**src/inc/evpr_pkg.sv**
```systemverilog
// Constants, register map and state type for the exception priority vector resolver
// Behaviour
// RULE1: Configurable priorities reset to zero
// RULE2: Interrupt n is exception n+16, bit n
// RULE3: SysTick slot 15, service request 14, interrupts follow
// RULE4: Word zero is stack pointer, others handlers
// RULE5: Software sets handler address bit zero
// RULE6: Reset forces vector base to zero
// RULE7: Privileged write relocates base within range
// RULE8: Base aligned to 256 bytes
// RULE9: Smaller priority value is more urgent
// RULE10: Reset, hard fault, NMI fixed; others programmable
// RULE11: Configurable priority is three bits
// RULE12: Fixed negative priorities always win
// RULE13: Equal priority: lowest exception number wins
// RULE14: Strictly more urgent exception preempts handler
// RULE15: Equal priority never preempts running handler
// RULE16: Non-preempting exception stays pending
// RULE17: NMI always enabled, level minus two
// RULE18: Hard fault level minus one
// RULE19: Fetch address is base plus four times number
// RULE20: Unconnected interrupt slots never pend from hardware
package evpr_pkg;
  localparam int unsigned NUM_IRQ = 30;
  localparam int unsigned NUM_EXC = 46;
  // Register byte offsets
  localparam logic [7:0] ADR_VBASE = 8'h00;
  localparam logic [7:0] ADR_ENABLE = 8'h04;
  localparam logic [7:0] ADR_PEND_SET = 8'h08;
  localparam logic [7:0] ADR_PEND_CLR = 8'h0C;
  localparam logic [7:0] ADR_ACTIVE = 8'h10;
  localparam logic [7:0] ADR_STATUS = 8'h14;
  localparam logic [7:0] ADR_SYS_PEND = 8'h18;
  localparam logic [7:0] ADR_PRI_BASE = 8'h40;
  // Exception numbers
  localparam logic [5:0] EXC_RESET = 6'h01;
  localparam logic [5:0] EXC_NMI = 6'h02;
  localparam logic [5:0] EXC_HARD = 6'h03;
  localparam logic [5:0] EXC_MEM = 6'h04;
  localparam logic [5:0] EXC_BUS = 6'h05;
  localparam logic [5:0] EXC_USAGE = 6'h06;
  localparam logic [5:0] EXC_SVC = 6'h0B;
  localparam logic [5:0] EXC_DBG = 6'h0C;
  localparam logic [5:0] EXC_PENDABLE_SERVICE_REQUEST = 6'h0E;
  localparam logic [5:0] EXC_SYSTICK = 6'h0F;
  localparam logic [5:0] EXC_IRQ_BASE = 6'h10;
  // Internal urgency levels: printed priority plus three
  localparam logic [3:0] LVL_NMI = 4'h1;
  localparam logic [3:0] LVL_HARD = 4'h2;
  localparam logic [3:0] LVL_CFG_OFS = 4'h3;
  localparam logic [3:0] LVL_NONE = 4'hF;
  // Reset values and masks
  localparam logic [2:0] PRI_RST = 3'h0;
  localparam logic [31:0] VBASE_RST = 32'h00000000;
  localparam logic [31:0] VBASE_MASK = 32'h3FFFFF00;
  localparam logic [29:0] IRQ_PRESENT_DFLT = 30'h3FFC01FF;
  typedef enum logic [1:0] {
    ST_SP = 2'b00,
    ST_RESET_PC = 2'b01,
    ST_IDLE = 2'b10,
    ST_FETCH = 2'b11
  } evpr_state_t;
endpackage

```
**src/logic/evpr_resolver.sv**
```systemverilog
// Exception arbiter, vector fetch sequencer and Wishbone register slave
`timescale 1ns/1ps
module evpr_resolver
  import evpr_pkg::*;
#(
  parameter logic [29:0] IRQ_PRESENT = IRQ_PRESENT_DFLT
) (
  // Clock, reset, enable
  input wire logic i_core_clk,
  input wire logic i_srst,
  input wire logic i_ce,
  // Wishbone slave
  input wire logic i_wb_cyc,
  input wire logic i_wb_stb,
  input wire logic i_wb_we,
  input wire logic [7:0] i_wb_adr,
  input wire logic [3:0] i_wb_sel,
  input wire logic [31:0] i_wb_dat,
  input wire logic i_wb_priv,
  output logic [31:0] o_wb_dat,
  output logic o_wb_ack,
  // Exception sources
  input wire logic [NUM_IRQ-1:0] i_irq,
  input wire logic i_nmi,
  input wire logic i_hard_fault,
  input wire logic i_mem_fault,
  input wire logic i_bus_fault,
  input wire logic i_usage_fault,
  input wire logic i_svc_req,
  input wire logic i_dbg_req,
  // Core side
  output logic o_fetch_req,
  output logic [31:0] o_fetch_addr,
  input wire logic i_fetch_ack,
  input wire logic [31:0] i_fetch_data,
  input wire logic i_handler_done,
  output logic o_take,
  output logic [5:0] o_exc_num,
  output logic [31:0] o_handler_addr,
  output logic [31:0] o_sp_init
);

  evpr_state_t state_reg;
  logic [31:0] vbase_reg;
  logic [NUM_IRQ-1:0] en_reg;
  logic [NUM_EXC-1:0] pend_reg;
  logic [NUM_EXC-1:0] pend_next;
  logic [NUM_EXC-1:0] act_reg;
  logic [NUM_EXC-1:0] act_next;
  logic [2:0] pri_reg [NUM_EXC];
  logic [3:0] lvl [NUM_EXC];
  logic [5:0] sel_reg;
  logic [NUM_IRQ-1:0] irq_meta;
  logic [NUM_IRQ-1:0] irq_sync;
  logic nmi_meta;
  logic nmi_sync;

  // Configurable exceptions own a priority field; the rest are fixed
  function automatic logic is_cfg(input logic [5:0] n);
    return (n == EXC_MEM) || (n == EXC_BUS) || (n == EXC_USAGE) || (n == EXC_SVC) ||
      (n == EXC_DBG) || (n == EXC_PENDABLE_SERVICE_REQUEST) || (n == EXC_SYSTICK) || (n >= EXC_IRQ_BASE);
  endfunction

  // Handler word lives at base plus four per exception number
  function automatic logic [31:0] vec_addr(input logic [31:0] base, input logic [5:0] n);
    return base + {24'h000000, n, 2'b00}; // RULE19 RULE3 RULE4
  endfunction

  // Most urgent member of a set; strict compare keeps the lowest number on ties
  function automatic logic [6:0] pick_best(input logic [NUM_EXC-1:0] m);
    logic [3:0] best;
    logic [5:0] num;
    logic hit;
    best = LVL_NONE;
    num = 6'h00;
    hit = 1'b0;
    for (int i = 0; i < NUM_EXC; i++) begin
      if (m[i] && (lvl[i] < best)) begin // RULE9 RULE13
        best = lvl[i];
        num = 6'(i);
        hit = 1'b1;
      end
    end
    return {hit, num};
  endfunction

  // Urgency level per exception number
  always_comb begin
    for (int i = 0; i < NUM_EXC; i++) begin
      if (6'(i) == EXC_NMI) begin
        lvl[i] = LVL_NMI; // RULE17 RULE12
      end else if (6'(i) == EXC_HARD) begin
        lvl[i] = LVL_HARD; // RULE18 RULE12
      end else begin
        lvl[i] = LVL_CFG_OFS + {1'b0, pri_reg[i]}; // RULE10 RULE11
      end
    end
  end

  // Arbitration against the running handler
  wire [NUM_EXC-1:0] en_mask = {en_reg, 16'hFFFF}; // NMI has no enable bit
  wire [NUM_EXC-1:0] eligible = pend_reg & en_mask;
  logic [6:0] best_pend;
  logic [6:0] best_act;
  // Searched in a process so that a priority write alone also re-runs the search
  always_comb begin
    best_pend = pick_best(eligible);
    best_act = pick_best(act_reg);
  end
  wire best_hit = best_pend[6];
  wire [5:0] best_num = best_pend[5:0];
  wire [3:0] best_lvl = lvl[best_num];
  wire [5:0] run_num = best_act[5:0];
  wire [3:0] run_lvl = best_act[6] ? lvl[run_num] : LVL_NONE;
  wire preempt = best_hit && (best_lvl < run_lvl); // RULE14 RULE15
  wire fetch_done = (state_reg == ST_FETCH) && i_fetch_ack;

  // Bus decode
  wire wb_req = i_wb_cyc && i_wb_stb && !o_wb_ack;
  wire wb_wr = wb_req && i_wb_we;
  wire [31:0] wmask = {{8{i_wb_sel[3]}}, {8{i_wb_sel[2]}}, {8{i_wb_sel[1]}}, {8{i_wb_sel[0]}}};
  wire [31:0] wdat = i_wb_dat & wmask;
  wire [7:0] pri_off = i_wb_adr - ADR_PRI_BASE;
  wire [5:0] pri_idx = pri_off[7:2];
  wire pri_hit = (i_wb_adr >= ADR_PRI_BASE) && (pri_off[7:2] < 6'(NUM_EXC));
  wire [31:0] vbase_next = ((vbase_reg & ~wmask) | wdat) & VBASE_MASK; // RULE7 RULE8
  wire [31:0] status_word = {20'h00000, run_lvl, 2'b00, run_num};

  // Read multiplexer; unmapped offsets read as zero
  logic [31:0] rd_data;
  always_comb begin
    rd_data = 32'h00000000;
    case (i_wb_adr)
      ADR_VBASE: rd_data = vbase_reg;
      ADR_ENABLE: rd_data = {2'b00, en_reg};
      ADR_PEND_SET: rd_data = {2'b00, pend_reg[NUM_EXC-1:16]};
      ADR_ACTIVE: rd_data = {2'b00, act_reg[NUM_EXC-1:16]};
      ADR_STATUS: rd_data = status_word;
      ADR_SYS_PEND: rd_data = {30'h00000000, pend_reg[EXC_SYSTICK], pend_reg[EXC_PENDABLE_SERVICE_REQUEST]};
      default: rd_data = (pri_hit && is_cfg(pri_idx)) ? {29'h00000000, pri_reg[pri_idx]} : 32'h00000000;
    endcase
  end

  // Pending update: every set term is applied after the clears, so a set wins
  always_comb begin
    pend_next = pend_reg;
    if (fetch_done) begin
      pend_next[sel_reg] = 1'b0;
    end
    if (wb_wr && (i_wb_adr == ADR_PEND_CLR)) begin
      pend_next[NUM_EXC-1:16] = pend_next[NUM_EXC-1:16] & ~wdat[NUM_IRQ-1:0];
    end
    if (wb_wr && (i_wb_adr == ADR_SYS_PEND)) begin
      pend_next[EXC_PENDABLE_SERVICE_REQUEST] = pend_next[EXC_PENDABLE_SERVICE_REQUEST] | wdat[0];
      pend_next[EXC_SYSTICK] = pend_next[EXC_SYSTICK] | wdat[1];
    end
    if (wb_wr && (i_wb_adr == ADR_PEND_SET)) begin
      pend_next[NUM_EXC-1:16] = pend_next[NUM_EXC-1:16] | wdat[NUM_IRQ-1:0];
    end
    pend_next[NUM_EXC-1:16] = pend_next[NUM_EXC-1:16] | (irq_sync & IRQ_PRESENT); // RULE2 RULE20 RULE16
    pend_next[EXC_NMI] = pend_next[EXC_NMI] | nmi_sync; // RULE17
    pend_next[EXC_HARD] = pend_next[EXC_HARD] | i_hard_fault;
    pend_next[EXC_MEM] = pend_next[EXC_MEM] | i_mem_fault;
    pend_next[EXC_BUS] = pend_next[EXC_BUS] | i_bus_fault;
    pend_next[EXC_USAGE] = pend_next[EXC_USAGE] | i_usage_fault;
    pend_next[EXC_SVC] = pend_next[EXC_SVC] | i_svc_req;
    pend_next[EXC_DBG] = pend_next[EXC_DBG] | i_dbg_req;
  end

  // Active set: the most urgent active handler is the one running
  always_comb begin
    act_next = act_reg;
    if (i_handler_done && best_act[6]) begin
      act_next[run_num] = 1'b0;
    end
    if (fetch_done) begin
      act_next[sel_reg] = 1'b1;
    end
  end

  // Pin synchronisers for asynchronous sources
  always_ff @(posedge i_core_clk) begin
    if (i_srst) begin
      irq_meta <= '0;
      irq_sync <= '0;
      nmi_meta <= 1'b0;
      nmi_sync <= 1'b0;
    end else if (i_ce) begin
      irq_meta <= i_irq;
      irq_sync <= irq_meta;
      nmi_meta <= i_nmi;
      nmi_sync <= nmi_meta;
    end
  end

  // Bus slave: ack one cycle after the strobe, dropped the cycle after
  always_ff @(posedge i_core_clk) begin
    if (i_srst) begin
      o_wb_ack <= 1'b0;
      o_wb_dat <= 32'h00000000;
      vbase_reg <= VBASE_RST; // RULE6
      en_reg <= '0;
    end else if (i_ce) begin
      o_wb_ack <= wb_req;
      o_wb_dat <= wb_req ? rd_data : 32'h00000000;
      if (wb_wr && i_wb_priv && (i_wb_adr == ADR_VBASE)) begin
        vbase_reg <= vbase_next; // RULE7 RULE8
      end
      if (wb_wr && (i_wb_adr == ADR_ENABLE)) begin
        en_reg <= (en_reg & ~wmask[NUM_IRQ-1:0]) | wdat[NUM_IRQ-1:0];
      end
    end
  end

  // Priority fields; fixed exceptions ignore writes
  always_ff @(posedge i_core_clk) begin
    if (i_srst) begin
      for (int i = 0; i < NUM_EXC; i++) begin
        pri_reg[i] <= PRI_RST; // RULE1
      end
    end else if (i_ce && wb_wr && pri_hit && is_cfg(pri_idx) && i_wb_sel[0]) begin
      pri_reg[pri_idx] <= i_wb_dat[2:0]; // RULE10 RULE11
    end
  end

  // Exception state
  always_ff @(posedge i_core_clk) begin
    if (i_srst) begin
      pend_reg <= '0;
      act_reg <= '0;
    end else if (i_ce) begin
      pend_reg <= pend_next;
      act_reg <= act_next;
    end
  end

  // Vector fetch sequencer: stack word, reset handler, then exceptions
  always_ff @(posedge i_core_clk) begin
    if (i_srst) begin
      state_reg <= ST_SP;
      sel_reg <= 6'h00;
      o_fetch_req <= 1'b1;
      o_fetch_addr <= VBASE_RST;
      o_take <= 1'b0;
      o_exc_num <= 6'h00;
      o_handler_addr <= 32'h00000000;
      o_sp_init <= 32'h00000000;
    end else if (i_ce) begin
      o_take <= 1'b0;
      case (state_reg)
        ST_SP: begin
          if (i_fetch_ack) begin
            o_sp_init <= i_fetch_data; // RULE4
            o_fetch_addr <= vec_addr(vbase_reg, EXC_RESET);
            state_reg <= ST_RESET_PC;
          end
        end
        ST_RESET_PC: begin
          if (i_fetch_ack) begin
            o_fetch_req <= 1'b0;
            o_handler_addr <= i_fetch_data;
            o_exc_num <= EXC_RESET;
            o_take <= 1'b1;
            state_reg <= ST_IDLE;
          end
        end
        ST_IDLE: begin
          if (preempt) begin // RULE14 RULE15
            sel_reg <= best_num;
            o_fetch_req <= 1'b1;
            o_fetch_addr <= vec_addr(vbase_reg, best_num); // RULE19
            state_reg <= ST_FETCH;
          end
        end
        ST_FETCH: begin
          if (i_fetch_ack) begin
            o_fetch_req <= 1'b0;
            o_handler_addr <= i_fetch_data; // Bit zero kept as software wrote it
            o_exc_num <= sel_reg;
            o_take <= 1'b1;
            state_reg <= ST_IDLE;
          end
        end
        default: state_reg <= ST_IDLE;
      endcase
    end
  end
endmodule

```
**config.mk**
```make
export PLATFORM = sky130hd
export DESIGN_NAME = evpr_resolver
export DESIGN_NICKNAME = d
export VERILOG_FILES = /design/src/inc/evpr_pkg.sv /design/src/logic/evpr_resolver.sv
export SDC_FILE = /design/constraint.sdc
export NUM_CORES = 2
export LEC_CHECK = 0
export BUFFER_PORTS_ARGS = -buffer_cell sky130_fd_sc_hd__buf_2
export CELL_PAD_IN_SITES_DETAIL_PLACEMENT = 0
export CELL_PAD_IN_SITES_GLOBAL_PLACEMENT = 1
export CORE_ASPECT_RATIO = 1.5
export CORE_MARGIN = 4
export CORE_UTILIZATION = 35
export CTS_BUF_LIST = sky130_fd_sc_hd__clkbuf_2 sky130_fd_sc_hd__clkbuf_4 sky130_fd_sc_hd__clkbuf_8
export DETAILED_ROUTE_END_ITERATION = 6
export PLACE_DENSITY_LB_ADDON = 0.25
export SKIP_LAST_GASP = 1
export SYNTH_ARGS = -nofsm -noshare
export SYNTH_HDL_FRONTEND = slang
export SYNTH_SLANG_ARGS = --single-unit
```
**constraint.sdc**
```tcl
create_clock -name i_core_clk -period 103.6 [get_ports i_core_clk]
set_input_delay 10.36 -clock i_core_clk [delete_from_list [all_inputs] [get_ports i_core_clk]]
set_output_delay 10.36 -clock i_core_clk [all_outputs]
set_load 0.01 [all_outputs]
```
==> results <==
- Of the available clock period, the critical path in the final layout requires 68.72%.
- In this run the standard cell core region covers ~120000 um2.
- After clock tree synthesis, the repair step resized 0 gates.
- The number of max-slew violations in the final report is 0.
- Leaving out fill and tap cells, the most frequent cell in the layout is nand2_1.
- The effective utilization at floorplan is a little over a third.
- The die extent in y is 436.5 um.
- For the worst setup path, the data arrival time is slightly above 70 ns.
- Power comes to between 0.5 and 0.6 mW.
- The netlist uses between 100 and 150 different library cells.
- For this run, the top clock speed supported by timing is ~14 MHz.
- Of all flip-flops after synthesis, the portion carrying an async set or reset was 0%.
- Buffers added to address setup during post-CTS repair amount to 0.
- The max capacitance violation total is 0.
- The leakage power figure is a little under 20 nW.
- The H-tree was split into 3 levels.
- The required time at the endpoint of the critical path is around 100 ns.
- The number of detailed-routing iterations run before antenna repair is 6.
- VDD sags by at most between 0.00001 and 0.000015 V.
- The minimum setup slack after placement is about 34 ns.
- The library cell contributing the largest single delay on the critical path is nor3_1.
- The via count of the first global-routing pass is 43.13k.
- Clock-pin slew was measured on the worst setup and hold paths at roughly 0.070 ns.
- In this run, synthesis inferred 192 flip-flops with an integrated enable.
- Power spread over the standard cell area amounts to around 11 nW/um2.
- The hold violation count in the final report is 0.
- Summing over every cut layer, the via total after detailed routing is between 40k and 50k.
- After global routing the overflow that remains totals 0.
- Using the TritonRoute via totals, the vias-per-cell ratio works out to 6.073.
- Wires add up to 201.1 mm.
- The floorplan step defined a die boundary enclosing 128200 um2.
- The kind of start point of the critical path is a flop.
- The number of nets in the layout is ~6k.
- In this run, CTS created clock tree buffers numbering 79.
- The reg-to-reg setup timing slack is 32.41 ns.
- For the pin with the worst max-slew slack, the measured transition is between 1 and 1.5 ns.
- The share of the Yosys chip area taken by registers is 28.73%.
- Setup total negative slack on the finished layout was measured at 0 ns.
- The die span in x is 293.7 um.
- The maximum fanout count along the critical path is 38.
- A synthesized cell averages ~7.8 um2.
- The library cells used most frequently in the layout, excluding fill and tap cells, are nand2_1, a21oi_1, nor2_1.
- The half-perimeter wire length after detailed placement is between 150 and 200 mm.
- The number of port buffers is between 200 and 250.
- The congestion estimate from routability-driven global placement came to 1.024.
- In the final routed layout, each cell accounts on average for roughly 27 um.
- Counting stages on the worst path, the most repeated cell is ha_1.
- The count of filler cells inserted in the layout is 12.84k.
- The shortest clock period the worst path allows after layout is about 71 ns.
- The fraction of final layout cells sized beyond drive strength 1 is a little over an eighth.
- The origin of the critical flop-to-flop path is pri_reg[1][0].
- The total DRC errors in the routed layout is 0.
- The hold slack is about 0.45 ns.
- In this run the biggest area consumer among cell types represents 15.28% of the synthesized area.
- The capturing element type of the critical path is a flop.
- The clock reaches the later pin of the worst-skew pair after slightly above 0.8 ns.
- The count of boundary I/O pins is between 200 and 300.
- The min-delay analysis places its worst path in the category flop to flop.
- The synthesized design spends more area on one cell type than any other, namely dfxtp_1.
- The post-synthesis sequential element count is between 500 and 600.
- The primary flip-flop cell chosen by synthesis mapping is dfxtp_1.
- Setup repair after global routing left no endpoint under its margin.
- The detail route stage leaves a number of antenna-violating nets equal to 0.
- Tracing the worst setup path back leads to its startpoint at pri_reg[1][0].
- The final worst clock skew is ~0.060 ns.
- The initial antenna violation count is 26.
- The total setup violations reported at the end of the flow is 0.
- The worst path setup slack after routing is between 30 and 40 ns.
- The first global-routing pass estimated 288.5 mm of wire.
- Global routing used 30.08% of the available tracks across all layers.
- The clock tree buffer depth is 3.
- In this run, the number of DRC markers left after iteration 0 of detailed routing was 4428.
- The mapped netlist covers around 43000 um2.
- TritonCTS built the clock tree.
- The layout overhead on the synthesized area is 11.09%.
- Synthesis handed over a netlist of around 5.5k instances.
- The clock net in this run drives a total of ~520 sinks.
- The capture instance of the worst register-to-register path is o_fetch_addr[5].
- The count of synthesis-stage warnings from yosys is 0.
- The number of rows created at floorplan is ~160.
- The start point of the worst min-delay path is o_handler_addr[2].
- Clock tree synthesis selected as its root buffer the cell clkbuf_8.
- The largest single stage delay on the critical path is just under 0.9 ns.
- In the post-synthesis netlist, the biggest area contributors are dfxtp_1, edfxtp_1, nand2_1, ha_1, a21oi_1.
- The quantity of hold-fixing buffers added after cts is 0.
- The worst max-slew margin expressed relative to the limit is approximately 14%.
- The worst setup path is of the flop to flop kind.
- The flow ran to the end, and the final reports show no timing, DRC or antenna violations.
- The pin count of the biggest net entering global routing is 110.
- The length in cells of the worst reg-to-reg path is between 200 and 300.
- Following the worst setup path forward leads to its endpoint at o_fetch_addr[5].
[power breakdown]
| group | leakage [nW] | switching (mW) | internal (mW) |
|---|---|---|---|
| logic | 13.9 | 0.0832 | 0.0449 |
| registers | 4.66 | 0.00547 | 0.217 |
| clock network | 0.927 | 0.0920 | 0.0986 |
[worst max-delay path, delay by kind of cell (launching register included)]
family | cells | cell delay, ns
flops | 1 | 0.62
xor+xnor | 1 | 0.53
mux | 25 | 8.95
simple gates | 69 | 14.01
fa+ha+maj | 43 | 11.71
compound gates | 119 | 32.71
buf+inv | 14 | 2.36
[per-stage QoR]
stage	util, %	cell area (um2)	instances
final	39.09	47600	7334
after global routing	39.07	47590	7327
after CTS	39.07	47580	7325
after detailed placement	37.64	45850	7181
after global placement	37.64	45850	7181
after floorplan	-	43070	5556
[layout make-up]
class	count	area, um2	share of cell area, %
Sequential cell	519	12310	25.86
Tap cell	1590	1989	4.179
Clock buffer	125	1533	3.220
Antenna cell	9	22.52	0.04731
Inverter	292	1096	2.302
Timing Repair Buffer	331	1897	3.985
Clock inverter	19	201.4	0.4232
Multi-Input combinational cell	4449	28550	59.98
[synthesized netlist by cell type (all sizes together), types with 65 or more instances]
library cell	instances
buf	65
clkbuf	231
nor2	489
and3	115
edfxtp	192
nand2b	77
and2	77
nand2	785
inv	289
nand3	168
a211oi	93
o211ai	123
a21o	70
a21oi	521
dfxtp	327
mux2i	104
mux2	128
a22oi	73
a31oi	87
ha	233
o21ai	415
nor3	101
[worst min-delay path by stage]
stage                        end  slack (ns)  depth (start not counted)
5_1_grt             o_exc_num[3]        0.47                          2
2_1_floorplan               flop        0.44                          2
3_5_place_dp        o_sp_init[0]        0.45                          2
3_3_place_gp        o_exc_num[5]        0.44                          2
6_report       o_handler_addr[2]        0.45                          2
4_1_cts             o_sp_init[0]        0.46                          2
[routing by layer]
layer	global-route usage [%]	share of wire [%]
met4	23.67	9.6
met2	51.81	48
met3	5.723	7.6
met5	0	0.055
met1	32.22	35
[cells by family after synthesis]
kind of cell | count (synthesis) | synth area share [%]
other | 1 | 0.008751
AND/OR/NAND/NOR | 1986 | 21.11
XOR/XNOR | 59 | 1.206
multiplexers | 296 | 9.174
adder cells (fa/ha/maj) | 254 | 7.294
AO/OA/AOI/OAI | 1794 | 27.07
buffers and inverters | 588 | 5.405
flip-flops | 519 | 28.73
No activity file was read; power rests on OpenSTA's default activity.
